<file path="config.mk">
export PLATFORM = sky130hd
export DESIGN_NAME = bptv_top
export DESIGN_NICKNAME = d
export VERILOG_FILES = /design/src/core/bptv_pkg.sv /design/src/core/bptv_chan_if.sv /design/src/core/bptv_top.sv /design/src/core/bptv_chan.sv
export SDC_FILE = /design/constraint.sdc
export NUM_CORES = 1
export LEC_CHECK = 0
export BUFFER_PORTS_ARGS = -buffer_cell sky130_fd_sc_hd__buf_2
export CORE_MARGIN = 5
export CORE_UTILIZATION = 51
export CTS_BUF_LIST = sky130_fd_sc_hd__clkbuf_8
export DETAILED_ROUTE_END_ITERATION = 12
export HOLD_SLACK_MARGIN = 0.1
export MAX_ROUTING_LAYER = met4
export PLACE_DENSITY = 0.92
export SLEW_MARGIN = 20
export SYNTH_ARGS = -nofsm -noshare
export SYNTH_HDL_FRONTEND = slang
export SYNTH_SLANG_ARGS = --single-unit
</file>
<file path="constraint.sdc">
create_clock -name clk_i -period 3.4 [get_ports clk_i]
set_clock_uncertainty 0.05 [all_clocks]
set_input_delay 0.51 -clock clk_i [delete_from_list [all_inputs] [get_ports clk_i]]
set_output_delay 0.51 -clock clk_i [all_outputs]
set_load 0.1 [all_outputs]
</file>
<file path="src/core/bptv_pkg.sv">
// constants and types for the building pressure trip voter
// Operation
// - each channel trips at pressure at setpoint
// - setpoint 3 psig, below 4 psig limit
// - two of three trips actuate both channels
// - trip also requests actuation channels one-four
// - each manual pushbutton forces its own voted channel
// - manual path works despite automatic failure
// - no bypass or inhibit input exists
// - channel A gives degraded containment contact
// - shared checkback feeds odd and even cabinets
// - trip and bypass status sent to gateway
package bptv_pkg;
    localparam int NUM_CHAN = 3;
    localparam int NUM_VOTED = 2;
    localparam int NUM_OTHER = 4;
    localparam int PRESS_W = 16;
    // pressure words are signed hundredths of a psig
    localparam int PRESS_SCALE = 100;
    localparam int SETPOINT_PSIG = 3;
    localparam int ALLOWED_PSIG = 4;
    localparam int RANGE_MIN_PSIG = -15;
    localparam int RANGE_MAX_PSIG = 15;
    localparam logic signed [PRESS_W-1:0] SETPOINT_CNT =
        PRESS_W'(SETPOINT_PSIG * PRESS_SCALE);
    localparam logic signed [PRESS_W-1:0] ALLOWED_CNT =
        PRESS_W'(ALLOWED_PSIG * PRESS_SCALE);
    localparam logic signed [PRESS_W-1:0] RANGE_MIN_CNT =
        PRESS_W'(RANGE_MIN_PSIG * PRESS_SCALE);
    localparam logic signed [PRESS_W-1:0] RANGE_MAX_CNT =
        PRESS_W'(RANGE_MAX_PSIG * PRESS_SCALE);
    localparam int SYNC_STAGES = 3;
    // pin index map of the synchronised contact inputs
    localparam int PIN_TRIP0 = 0;
    localparam int PIN_TRIP1 = 1;
    localparam int PIN_RESET0 = 2;
    localparam int PIN_RESET1 = 3;
    localparam int PIN_CHECKBACK = 4;
    localparam int NUM_PINS = 5;
    localparam int CHAN_A = 0;
    localparam logic TRIP_RST = 1'h0;
    localparam logic ACT_RST = 1'h0;
    localparam logic PIN_RST = 1'h0;
    typedef logic signed [PRESS_W-1:0] bptv_press_t;
endpackage : bptv_pkg

</file>
<file path="src/core/bptv_chan_if.sv">
// link between the voter and one protective channel bistable
`timescale 1ns/1ps
`default_nettype none
interface bptv_chan_if;
    import bptv_pkg::*;
    bptv_press_t pressure;
    logic reset_req;
    logic above;
    logic tripped;
    modport voter (output pressure, output reset_req, input above, input tripped);
    modport chan (input pressure, input reset_req, output above, output tripped);
endinterface : bptv_chan_if
`default_nettype wire

</file>
<file path="src/core/bptv_top.sv">
// two-of-three building high pressure trip voter with manual path
`timescale 1ns/1ps
`default_nettype none
module bptv_top (
    input wire logic clk_i,
    input wire logic sys_rst_i,
    input wire bptv_pkg::bptv_press_t measured_building_pressure_i [bptv_pkg::NUM_CHAN],
    input wire logic [bptv_pkg::NUM_VOTED-1:0] manual_trip_pb_i,
    input wire logic [bptv_pkg::NUM_VOTED-1:0] manual_reset_pb_i,
    input wire logic shared_checkback_i,
    output logic [bptv_pkg::NUM_VOTED-1:0] building_cooling_initiation_o,
    output logic [bptv_pkg::NUM_OTHER-1:0] building_high_pressure_trip_o,
    output logic integrated_control_link_o,
    output logic [bptv_pkg::NUM_CHAN-1:0] chan_trip_status_o,
    output logic [bptv_pkg::NUM_CHAN-1:0] chan_bypass_status_o,
    output logic [bptv_pkg::NUM_CHAN-1:0] sensor_range_fault_o,
    output logic status_update_o,
    output logic odd_checkback_o,
    output logic even_checkback_o
);
    import bptv_pkg::*;

    // contact input synchronisers; only stage two reads stage one
    wire logic [NUM_PINS-1:0] raw_pin;
    logic [NUM_PINS-1:0] sync1;
    logic [NUM_PINS-1:0] sync2;
    logic [NUM_PINS-1:0] sync3;
    logic [NUM_PINS-1:0] pin;
    logic [NUM_PINS-1:0] pin_prev;
    logic [NUM_PINS-1:0] next_sync1;
    logic [NUM_PINS-1:0] next_sync2;
    logic [NUM_PINS-1:0] next_sync3;
    logic [NUM_PINS-1:0] next_pin;
    logic [NUM_PINS-1:0] next_pin_prev;

    // pin index map ties each contact to its own filter lane
    assign raw_pin[PIN_TRIP0] = manual_trip_pb_i[0];
    assign raw_pin[PIN_TRIP1] = manual_trip_pb_i[1];
    assign raw_pin[PIN_RESET0] = manual_reset_pb_i[0];
    assign raw_pin[PIN_RESET1] = manual_reset_pb_i[1];
    assign raw_pin[PIN_CHECKBACK] = shared_checkback_i;

    genvar gp;
    generate
        for (gp = 0; gp < NUM_PINS; gp++) begin : g_pin
            // a change is accepted once stages two and three agree
            always_comb begin
                next_sync1[gp] = raw_pin[gp];
                next_sync2[gp] = sync1[gp];
                next_sync3[gp] = sync2[gp];
                next_pin[gp] = (sync2[gp] == sync3[gp]) ? sync3[gp] : pin[gp];
                next_pin_prev[gp] = pin[gp];
            end
            always_ff @(posedge clk_i) begin
                if (sys_rst_i) begin
                    sync1[gp] <= PIN_RST;
                    sync2[gp] <= PIN_RST;
                    sync3[gp] <= PIN_RST;
                    pin[gp] <= PIN_RST;
                    pin_prev[gp] <= PIN_RST;
                end else begin
                    sync1[gp] <= next_sync1[gp];
                    sync2[gp] <= next_sync2[gp];
                    sync3[gp] <= next_sync3[gp];
                    pin[gp] <= next_pin[gp];
                    pin_prev[gp] <= next_pin_prev[gp];
                end
            end
        end
    endgenerate

    logic [NUM_VOTED-1:0] trip_pb;
    logic [NUM_VOTED-1:0] reset_press;
    logic any_reset_press;

    assign trip_pb = {pin[PIN_TRIP1], pin[PIN_TRIP0]};
    // a held reset button acts once, on the rising edge of its filtered level
    assign reset_press = {pin[PIN_RESET1] & ~pin_prev[PIN_RESET1],
                          pin[PIN_RESET0] & ~pin_prev[PIN_RESET0]};
    assign any_reset_press = |reset_press;

    // protective channel bistables, one transmitter each
    logic [NUM_CHAN-1:0] tripped;
    logic [NUM_CHAN-1:0] out_of_range;

    genvar gc;
    generate
        for (gc = 0; gc < NUM_CHAN; gc++) begin : g_chan
            bptv_chan_if link ();
            logic below_span;
            logic above_span;
            assign link.pressure = measured_building_pressure_i[gc];
            // either reset button offers the reset to all three bistables
            assign link.reset_req = any_reset_press;
            assign tripped[gc] = link.tripped;
            // a range flag only reports, it never trips the channel
            assign below_span = (measured_building_pressure_i[gc] < RANGE_MIN_CNT);
            assign above_span = (measured_building_pressure_i[gc] > RANGE_MAX_CNT);
            assign out_of_range[gc] = below_span | above_span;
            bptv_chan u_chan (
                .clk_i(clk_i),
                .sys_rst_i(sys_rst_i),
                .link(link)
            );
        end
    endgenerate

    // automatic two of three vote; no bypass or inhibit term enters here
    logic [NUM_CHAN-1:0] pair_trip;
    logic vote;

    always_comb begin
        // each pair of channels that both stand tripped carries the vote
        pair_trip[0] = tripped[0] & tripped[1];
        pair_trip[1] = tripped[0] & tripped[2];
        pair_trip[2] = tripped[1] & tripped[2];
        vote = |pair_trip;
    end

    // associated actuation: four other channels and the degraded contact
    logic [NUM_OTHER-1:0] next_other;
    logic next_degraded;

    always_comb begin
        // the four other channels follow the voted trip, not a single bistable
        next_other = {NUM_OTHER{vote}};
        next_degraded = tripped[CHAN_A];
    end

    always_ff @(posedge clk_i) begin
        if (sys_rst_i) begin
            building_high_pressure_trip_o <= {NUM_OTHER{ACT_RST}};
            integrated_control_link_o <= ACT_RST;
        end else begin
            building_high_pressure_trip_o <= next_other;
            integrated_control_link_o <= next_degraded;
        end
    end

    // manual path per voted channel; its latch sees only its own buttons
    logic [NUM_VOTED-1:0] manual_latch;
    logic [NUM_VOTED-1:0] next_manual_latch;
    logic [NUM_VOTED-1:0] next_cooling;

    genvar gv;
    generate
        for (gv = 0; gv < NUM_VOTED; gv++) begin : g_manual
            always_comb begin
                // a held trip button wins over its reset button
                if (trip_pb[gv]) begin
                    next_manual_latch[gv] = 1'h1;
                end else if (reset_press[gv]) begin
                    next_manual_latch[gv] = 1'h0;
                end else begin
                    next_manual_latch[gv] = manual_latch[gv];
                end
            end
        end
    endgenerate

    always_comb begin
        // the button term bypasses the latch, so a stuck latch cannot block it
        next_cooling = {NUM_VOTED{vote}} | next_manual_latch | trip_pb;
    end

    always_ff @(posedge clk_i) begin
        if (sys_rst_i) begin
            manual_latch <= {NUM_VOTED{ACT_RST}};
            building_cooling_initiation_o <= {NUM_VOTED{ACT_RST}};
        end else begin
            manual_latch <= next_manual_latch;
            building_cooling_initiation_o <= next_cooling;
        end
    end

    // plant computer points: trip state, range flag and a change pulse
    logic [NUM_CHAN-1:0] next_trip_status;
    logic [NUM_CHAN-1:0] next_fault;
    logic next_update;

    always_comb begin
        next_trip_status = tripped;
        next_fault = out_of_range;
        // the pulse rises together with the new status word
        next_update = (next_trip_status != chan_trip_status_o);
    end

    always_ff @(posedge clk_i) begin
        if (sys_rst_i) begin
            chan_trip_status_o <= {NUM_CHAN{TRIP_RST}};
            sensor_range_fault_o <= {NUM_CHAN{TRIP_RST}};
            status_update_o <= 1'h0;
        end else begin
            chan_trip_status_o <= next_trip_status;
            sensor_range_fault_o <= next_fault;
            status_update_o <= next_update;
        end
    end

    // shared checkback feeds the odd and the even cabinet alike
    logic next_odd_checkback;
    logic next_even_checkback;

    always_comb begin
        next_odd_checkback = pin[PIN_CHECKBACK];
        next_even_checkback = pin[PIN_CHECKBACK];
    end

    always_ff @(posedge clk_i) begin
        if (sys_rst_i) begin
            odd_checkback_o <= PIN_RST;
            even_checkback_o <= PIN_RST;
        end else begin
            odd_checkback_o <= next_odd_checkback;
            even_checkback_o <= next_even_checkback;
        end
    end

    // bypass status is always reported as not bypassed
    assign chan_bypass_status_o = {NUM_CHAN{1'h0}};
endmodule : bptv_top
`default_nettype wire

</file>
<file path="src/core/bptv_chan.sv">
// one protective channel: setpoint comparator and latched trip
`timescale 1ns/1ps
`default_nettype none
module bptv_chan (
    input wire logic clk_i,
    input wire logic sys_rst_i,
    bptv_chan_if.chan link
);
    import bptv_pkg::*;

    logic tripped;
    logic next_tripped;

    always_comb begin
        link.above = (link.pressure >= SETPOINT_CNT);
        // a new excursion wins over a reset in the same cycle
        next_tripped = tripped;
        if (link.above) begin
            next_tripped = 1'h1;
        end else if (link.reset_req) begin
            next_tripped = 1'h0;
        end
    end

    always_ff @(posedge clk_i) begin
        if (sys_rst_i) begin
            tripped <= TRIP_RST;
        end else begin
            tripped <= next_tripped;
        end
    end

    assign link.tripped = tripped;
endmodule : bptv_chan
`default_nettype wire

</file>
==> results of run 1 <==
## path summary, 6_finish.rpt
check                        startpoint                            end  slack [ns]
setup / recovery  chan_trip_status_o[0]          chan_trip_status_o[0]        1.74
hold / removal      manual_trip_pb_i[1]                  next_sync2[1]        0.39
setup reg to reg       next_pin_prev[2]  g_chan[2].u_chan.link.tripped        2.38
hold reg to reg           next_sync2[1]                  next_sync3[1]        0.39
## flip-flops by register name, summed over array words and instances, names as in the netlist
name and count:
manual_latch 2, pin_prev 2, next_sync3 5, next_even_checkback 1, even_checkback_o 1, building_cooling_initiation_o 2, chan_trip_status_o 3, status_update_o 1
sync3 5, g_chan.u_chan.link.tripped 3, next_sync2 5, next_pin_prev 4, sensor_range_fault_o 3, building_high_pressure_trip_o 1
## cell families after synthesis
logic type / count (synthesis)
buffers and inverters: 12
AOI/OAI and AO/OA: 44
other: 1
xor gates and xnor gates: 3
DFF: 38
muxes: 1
and+or+nand+nor: 64
## cells in the final DEF (no fill, tap or decap), drive strengths merged, types with 3 or more instances in the layout
| master | count |
|---|---|
| a21oi | 15 |
| nor2b | 21 |
| o21ai | 8 |
| nand2 | 14 |
| nor4 | 7 |
| dfxtp | 38 |
| a211o | 3 |
| a21o | 3 |
| a31oi | 3 |
| or4 | 3 |
| conb | 3 |
| clkbuf | 6 |
| nor2 | 6 |
| xnor2 | 3 |
| o31ai | 4 |
| nand3 | 4 |
| buf | 70 |
## final cells by class
| type | instances | area share, % |
|---|---|---|
| flip-flops and latches | 38 | 39.48 |
| multi-input cells | 115 | 36.04 |
| repair buffers | 70 | 18.18 |
| well taps | 31 | 2.013 |
| clock buffers | 6 | 4.286 |
## layer usage
| metal | share of wire [%] | vias to the layer above | wire [µm] | track usage (%) |
|---|---|---|---|---|
| met4 | 1.8 | 0 | 60 | 7.652 |
| met2 | 47 | 83 | 1587 | 28.48 |
| met5 | 0 | - | 0 | - |
| met3 | 11 | 10 | 373 | 7.081 |
| met1 | 40 | 622 | 1329 | 19.03 |
| li1 | - | 714 | - | - |
## report_power, final
group          switching (µW)  internal (µW)  leakage, µW
clock network             131            156    0.0000431
logic                     163           53.8     0.000482
registers                10.4            466     0.000313
## per-stage QoR
stage,worst slack [ns],utilization [%],power [µW],hold WS (ns),cells
floorplan,1.448,-,647.1,0.3638,165
global placement,1.610,65.74,699.0,0.3685,254
detailed placement,1.551,65.74,702.3,0.3772,254
CTS,1.728,68.69,991.2,0.3804,260
global route,1.538,68.69,1023,0.3880,260
finish,1.741,68.69,979.5,0.3897,260
==> results.yml, run 1 <==
detailed_routing:
  ant_nets: 0
  drc: 0
  wl_um: 3352
  drt_pass1_iterations: 5
  num_vias: 1429
  routedWlPerCell_um: 12.89
  viasPerCell: 5.496
  first_iter_violations: 47
final_layout:
  stdcell_area_um2: 1927
  nFillCells: 231
  drive_gt1_share_pct: 34.06
  multi_input_area_um2: 694.4
  syn2layout_area_growth_pct: 26.54
  fin_nets: 285
  seqCellArea_um2: 760.7
  diodes: 0
cts:
  cts.repair.resized: 0
  clockBufferDepth: 2
  clk_pin_slew_ns: 0.06
  cts_root_buf: "clkbuf_8"
  h-tree-depth: 2
  hold_buffers: 0
  cts.sinks: 38
  clock_latency_ns: 0.28
  numCtsBuffers: 5
  post_cts.repair.setup_buffers: 0
  cts_tree: "yes"
timing:
  worst_pin_slew_ns: 0.6266
  rsz0062_at_grt: "false"
  relSlewSlack_pct: 58.23
  hold_viol: 0
  min_period_ns: 1.659
  fmax_mhz: 602.8
  final.period_utilization_pct: 48.80
  tns_ns: 0
  setup_violations: 0
  maxSlewViolCount: 0
critical_path:
  startpoint_type: "flip-flop"
  cp.arrival_ns: 1.10
  cp_num_buf_inv: 1
  slowest_stage: "buf_2"
  critPathTopFamily: "buffers and inverters"
  crit_type: "reg -> out"
  cp.depth: 1
  crit_path_max_incr_delay_ns: 0.45
  crit_fanout: 3
  end_kind: "primary output"
  cp_cell_sequence: "buf_2"
  crit_required_ns: 2.84
  reg2reg_depth: 4
synthesis:
  ys.flop_type: "dfxtp_1"
  yosys.area.top_type: "dfxtp_1"
  synthDistinctLibCells: 31
  ys_ff_latch: 38
  synthTopCellsByCount: "38 x dfxtp_1, 21 x nor2b_1, 15 x a21oi_1"
  synth_top_family_by_area: "simple AND/OR/NAND/NOR gates"
  synth_edf_count: 0
  synthSimpleGateAreaFrac_pct: 23.17
  synth_xor_area_share_pct: 1.726
  synth_compound_area_share_pct: 19.23
  synth_fa_ha_area_share_pct: 0
  synth_mux_area_share_pct: 0.7395
  syn_area_um2: 1523
  ys_seq_area_share_pct: 49.96
  synthTopCellsByArea: "dfxtp_1 50%, nor2b_1 8.6%, a21oi_1 4.9%"
  ys_warn_count: 0
  syn_avg_cell_area_um2: 9.342
  synth_top_area_share_pct: 49.96
  netlist_instances: 163
  async_flop_share_pct: 0
  yosysMostFrequentCell: "dfxtp_1"
global_routing:
  grt_usage_pct: 17.56
  grt_pass1_wl_um: 5526
  gr-total-overflow: 0
  grt_max_degree: 40
  grt_pass1_vias: 1337
  antenna_found_initial: 0
placement:
  gp_congestion: 0.8050
  io_buffers: 70
  dp_hpwl_um: 2627
  postPlaceCellArea_um2: 1844
die:
  start_util_pct: 54.28
  die_area_um2: 4178
  fp.dieH_um: 64.64
  rows: 19
  core_um2: 2805
  num_io_pins: 74
  die_x_um: 64.64
run:
  maxCapViolCount: 0
power_and_ir_drop:
  p_leak_uw: 0.0008382
  peakVddDrop_mv: 0.2738
  powerDensity_nw_per_um2: 508.4
worst_hold_path:
  hold_path_depth: 2
  hp-class: "in -> reg"
status:
  status: "finished clean"
Power figures use the tool's default switching activity.
==> run 2, diff against run 1 <==
--- a/config.mk
+++ b/config.mk
@@ -5,14 +5,15 @@
 export SDC_FILE = /design/constraint.sdc
 export NUM_CORES = 1
 export LEC_CHECK = 0
+export ABC_AREA = 1
 export BUFFER_PORTS_ARGS = -buffer_cell sky130_fd_sc_hd__buf_2
 export CORE_MARGIN = 5
-export CORE_UTILIZATION = 51
+export CORE_UTILIZATION = 50
 export CTS_BUF_LIST = sky130_fd_sc_hd__clkbuf_8
 export DETAILED_ROUTE_END_ITERATION = 12
 export HOLD_SLACK_MARGIN = 0.1
 export MAX_ROUTING_LAYER = met4
-export PLACE_DENSITY = 0.92
+export PLACE_DENSITY = 0.87
 export SLEW_MARGIN = 20
 export SYNTH_ARGS = -nofsm -noshare
 export SYNTH_HDL_FRONTEND = slang
==> constraint.sdc (replaced) <==
create_clock -name clk_i -period 1.7 [get_ports clk_i]
set_clock_uncertainty 0.05 [all_clocks]
set_input_delay 0.255 -clock clk_i [delete_from_list [all_inputs] [get_ports clk_i]]
set_output_delay 0.255 -clock clk_i [all_outputs]
set_load 0.1 [all_outputs]
==> results.yml, run 2 <==
timing:
  tns_ns: 0
  min_period_ns: 1.400
  setup_violations: 0
  hold_viol: 0
  maxSlewViolCount: 0
  fmax_mhz: 714.4
  rsz0062_at_grt: "false"
  final.period_utilization_pct: 82.34
cts:
  numCtsBuffers: 5
  clockBufferDepth: 2
  cts_root_buf: "clkbuf_8"
  clk_pin_slew_ns: 0.07
  clock_latency_ns: 0.28
  post_cts.repair.setup_buffers: 0
  cts.sinks: 38
  cts.repair.resized: 0
  hold_buffers: 0
  cts_tree: "yes"
  h-tree-depth: 2
detailed_routing:
  drt_pass1_iterations: 4
  ant_nets: 0
  wl_um: 3775
  num_vias: 1789
  viasPerCell: 4.518
  routedWlPerCell_um: 9.533
  drc: 0
  first_iter_violations: 73
final_layout:
  seqCellArea_um2: 760.7
  nFillCells: 335
  diodes: 0
  multi_input_area_um2: 812.0
  drive_gt1_share_pct: 26.44
  syn2layout_area_growth_pct: 24.81
  utilization_pct: 63.36
  fin_cells: 396
  fin_nets: 402
  stdcell_area_um2: 2285
  layout.cells.most_common_list: "70 x buf_2, 64 x nor2_1, 49 x nand2_1, 43 x inv_1, 38 x dfxtp_1"
  layout_commonest_cell: "buf_2"
run:
  maxCapViolCount: 0
critical_path:
  crit_path_max_incr_delay_ns: 0.44
  cp.arrival_ns: 1.09
  startpoint_type: "flip-flop"
  cp_cell_sequence: "buf_2"
  cp_num_buf_inv: 1
  reg2reg_depth: 6
  slowest_stage: "buf_2"
  critPathTopFamily: "buffers and inverters"
  crit_required_ns: 1.39
  crit_fanout: 3
  end_kind: "primary output"
  crit_type: "reg -> out"
  cp.depth: 1
placement:
  dp_hpwl_um: 3102
  numPlacedInstances: 388
  gp_congestion: 0.8630
  io_buffers: 70
  postPlaceCellArea_um2: 2178
synthesis:
  yosys.area.top_type: "dfxtp_1"
  syn_avg_cell_area_um2: 6.585
  ys_seq_area_share_pct: 41.56
  yosysMostFrequentCell: "nor2_1"
  async_flop_share_pct: 0
  syn_area_um2: 1831
  synth_edf_count: 0
  synthDistinctLibCells: 27
  synthTopCellsByArea: "dfxtp_1 42%, nor2_1 13%, nand2_1 10%"
  ys_ff_latch: 38
  synthTopCellsByCount: "64 x nor2_1, 49 x nand2_1, 41 x inv_1"
  ys_warn_count: 0
  synth_top_area_share_pct: 41.56
  ys.flop_type: "dfxtp_1"
  netlist_instances: 278
global_routing:
  grt_pass1_vias: 1674
  antenna_found_initial: 0
  gr-total-overflow: 0
  grt_max_degree: 25
  grt_pass1_wl_um: 6396
  grt_usage_pct: 15.74
worst_hold_path:
  hp-class: "in -> reg"
  hold_path_depth: 3
power_and_ir_drop:
  clockPowerShare_pct: 33.2
  p_switching_uw: 676.5
  sw_frac_of_total_pct: 31.39
  peakVddDrop_mv: 0.5077
  p_seq_share_pct: 44.2
  p_leak_uw: 0.001177
  p_comb_share_pct: 22.7
  internal-power_uw: 1478
  powerDensity_nw_per_um2: 943.2
die:
  rows: 22
  die_area_um2: 4971
  fp.dieH_um: 70.51
  num_io_pins: 74
  core_um2: 3606
  start_util_pct: 50.76
  die_x_um: 70.51
status:
  status: "finished clean"
==> run 2: cell count changes after synthesis, sizes merged, moves of 4 or more <==
cell,delta
nand4,+4
nor2b,-21
nor4,-7
o21ai,+5
o31ai,-4
nand2,+35
inv,+49
nor2,+62
nor3,+4
nand3,+7
==> run 2: power groups by stage <==
stage / logic, µW / clock network (µW) / registers [µW]
after detailed placement: 489 / 0 / 972
after global placement: 483 / 0 / 971
after floorplan: 230 / 0 / 1110
final: 489 / 715 / 952
after global routing: 527 / 767 / 956
after CTS: 491 / 730 / 952
==> run 2: path summary, 6_finish.rpt <==
check / start / to / slack (ns)
max reg2reg: next_pin_prev[2] / g_chan[0].u_chan.link.tripped / 0.67
min reg2reg: next_sync2[3] / next_sync3[3] / 0.36
min: manual_trip_pb_i[1] / next_sync2[1] / 0.12
max: chan_trip_status_o[0] / chan_trip_status_o[0] / 0.30
==> run 2: per-stage QoR <==
step / worst slack [ns] / power, µW / hold WS (ns)
2_1_floorplan: 0.002839 / 1344 / 0.2878
3_3_place_gp: 0.5109 / 1454 / 0.3414
4_1_cts: 0.2986 / 2173 / 0.1149
6_report: 0.3002 / 2155 / 0.1194
3_5_place_dp: 0.4788 / 1461 / 0.3464
5_1_grt: 0.2519 / 2250 / 0.1271
==> run 2: layout make-up <==
type / count / area share [%]
Sequential cell: 38 / 33.30
Tap cell: 48 / 2.629
Inverter: 50 / 8.215
Timing Repair Buffer: 71 / 15.66
Clock buffer: 5 / 3.012
Clock inverter: 3 / 1.643
Multi-Input combinational cell: 181 / 35.54
==> run 2: logic make-up after synthesis <==
logic type	after synthesis	share of synthesized area [%]
buffers and inverters	61	14.49
other	1	0.2049
AOI/OAI and AO/OA	30	9.297
DFF	38	41.56
xor gates and xnor gates	3	1.436
and+or+nand+nor	145	33.01
==> run 2: metal layers <==
layer	GRT usage (%)	vias to the layer above	share of wire, %
li1	-	972	-
met1	18.18	769	44
met2	26.92	44	48
met3	3.165	4	6.2
met4	5.532	0	1.2
met5	-	-	0
==> run 3, diff against run 2 <==
==> constraint.sdc (replaced) <==
create_clock -name clk_i -period 1.4 [get_ports clk_i]
set_clock_uncertainty 0.05 [all_clocks]
set_input_delay 0.21 -clock clk_i [delete_from_list [all_inputs] [get_ports clk_i]]
set_output_delay 0.21 -clock clk_i [all_outputs]
set_load 0.1 [all_outputs]
==> results.yml, run 3 (synthesis gave the netlist of run 2 again) <==
status:
  status: "finished clean"
final_layout:
  seqCellArea_um2: 765.7
  utilization_pct: 64.78
  fin_nets: 408
  fin_cells: 402
  multi_input_area_um2: 812.0
  diodes: 0
  syn2layout_area_growth_pct: 27.61
  drive_gt1_share_pct: 27.97
  layout_commonest_cell: "buf_2"
  stdcell_area_um2: 2336
  nFillCells: 321
  layout.cells.most_common_list: "70 x buf_2, 64 x nor2_1, 49 x nand2_1, 41 x inv_1, 34 x dfxtp_1"
global_routing:
  met1_usage_pct: 18.91
  grtUsageMet3_pct: 4.604
  gr-total-overflow: 0
  grt.met2_usage_pct: 26.20
  grt_usage_pct: 16.05
  antenna_found_initial: 0
  grt_pass1_vias: 1644
  grt_pass1_wl_um: 6486
  grt_max_degree: 17
  busiest_layer: "met2"
worst_hold_path:
  hp-class: "in -> reg"
critical_path:
  startpoint_type: "flip-flop"
  crit_type: "reg -> out"
  cp.arrival_ns: 1.07
  critPathTopFamily: "buffers and inverters"
  crit_required_ns: 1.14
  crit_fanout: 2
  end_kind: "primary output"
  cp_num_buf_inv: 1
  cp_cell_sequence: "buf_2"
  crit_path_max_incr_delay_ns: 0.43
  slowest_stage: "buf_2"
cts:
  cts_root_buf: "clkbuf_8"
  numCtsBuffers: 5
  cts_tree: "yes"
  clk_pin_slew_ns: 0.07
  post_cts.repair.setup_buffers: 0
  cts.sinks: 38
  clockBufferDepth: 2
  clock_latency_ns: 0.28
  h-tree-depth: 2
placement:
  io_buffers: 70
  postPlaceCellArea_um2: 2191
  dp_hpwl_um: 3049
  gp_congestion: 0.8926
  numPlacedInstances: 389
detailed_routing:
  wl_um: 3688
  ant_nets: 0
  num_vias: 1822
  drc: 0
  drt_pass1_iterations: 5
  viasPerCell: 4.532
  routedWlPerCell_um: 9.174
  first_iter_violations: 85
timing:
  min_period_ns: 1.326
  maxSlewViolCount: 0
  hold_viol: 0
  rsz0062_at_grt: "false"
  fmax_mhz: 754.2
  setup_violations: 0
  final.period_utilization_pct: 94.70
  holdWs_ns: 0.1592
  tns_ns: 0
power_and_ir_drop:
  p_seq_share_pct: 45.9
  sw_frac_of_total_pct: 33.08
  internal-power_uw: 1685
  p_leak_uw: 0.001191
  p_comb_share_pct: 24.0
  clockPowerShare_pct: 30.0
  p_switching_uw: 832.7
  peakVddDrop_mv: 0.9687
  powerDensity_nw_per_um2: 1078
die:
  num_io_pins: 74
  start_util_pct: 50.76
  die_x_um: 70.51
  fp.dieH_um: 70.51
  rows: 22
  core_um2: 3606
  die_area_um2: 4971
run:
  maxCapViolCount: 0
## run 3: cell count changes in the layout (fill, tap and decap cells not counted), sizes merged
cell	previous run	this run
bufinv	1	0
clkbuf	5	6
dlygate4sd3	0	5
buf	71	72
inv	51	49
clkinvlp	0	1
clkinv	1	2
## run 3: per-layer routing
metal / part of all wire [%] / routed length (µm)
met2: 46 / 1688
met3: 8.1 / 300
met5: 0 / 0
met4: 1.5 / 55
met1: 45 / 1643
## run 3: final timing paths
check | startpoint | end | slack [ns] | cells after the start
worst max-delay path | chan_trip_status_o[2] | chan_trip_status_o[2] | 0.07 | 1
worst min-delay path | measured_building_pressure_i[47] | g_chan[0].u_chan.link.tripped | 0.16 | 4
worst max register to register | next_pin_prev[2] | g_chan[1].u_chan.link.tripped | 0.37 | 6
worst min register to register | next_sync2[2] | next_sync3[2] | 0.35 | 2
## run 3: stage by stage
stage / total power (µW) / worst slack (ns)
floorplan: 1633 / 0.004578
global placement: 1768 / 0.3596
detailed placement: 1777 / 0.3414
CTS: 2536 / 0.05802
global route: 2647 / 0.01813
finish: 2517 / 0.07416
## run 3: layout make-up
| class | instances | area share, % |
|---|---|---|
| multi-input combinational | 181 | 34.76 |
| tap | 48 | 2.571 |
| clock buffer | 6 | 3.535 |
| timing repair buffer | 77 | 17.78 |
| clock inverter | 2 | 0.5356 |
| inverter | 50 | 8.034 |
| sequential | 38 | 32.78 |
## run 3: timing repair
| item | CTS | global route |
|---|---|---|
| gates resized for setup | 0 | 0 |
| endpoints found under the hold margin | 5 | 0 |
| hold buffers | 5 | 0 |
## run 3: power by group through the flow
stage               clock, µW  sequential, µW  combinational (µW)
floorplan                   0            1350                 279
global placement            0            1180                 588
detailed placement          0            1180                 596
CTS                       772            1160                 607
global route              828            1160                 656
finish                    756            1160                 605
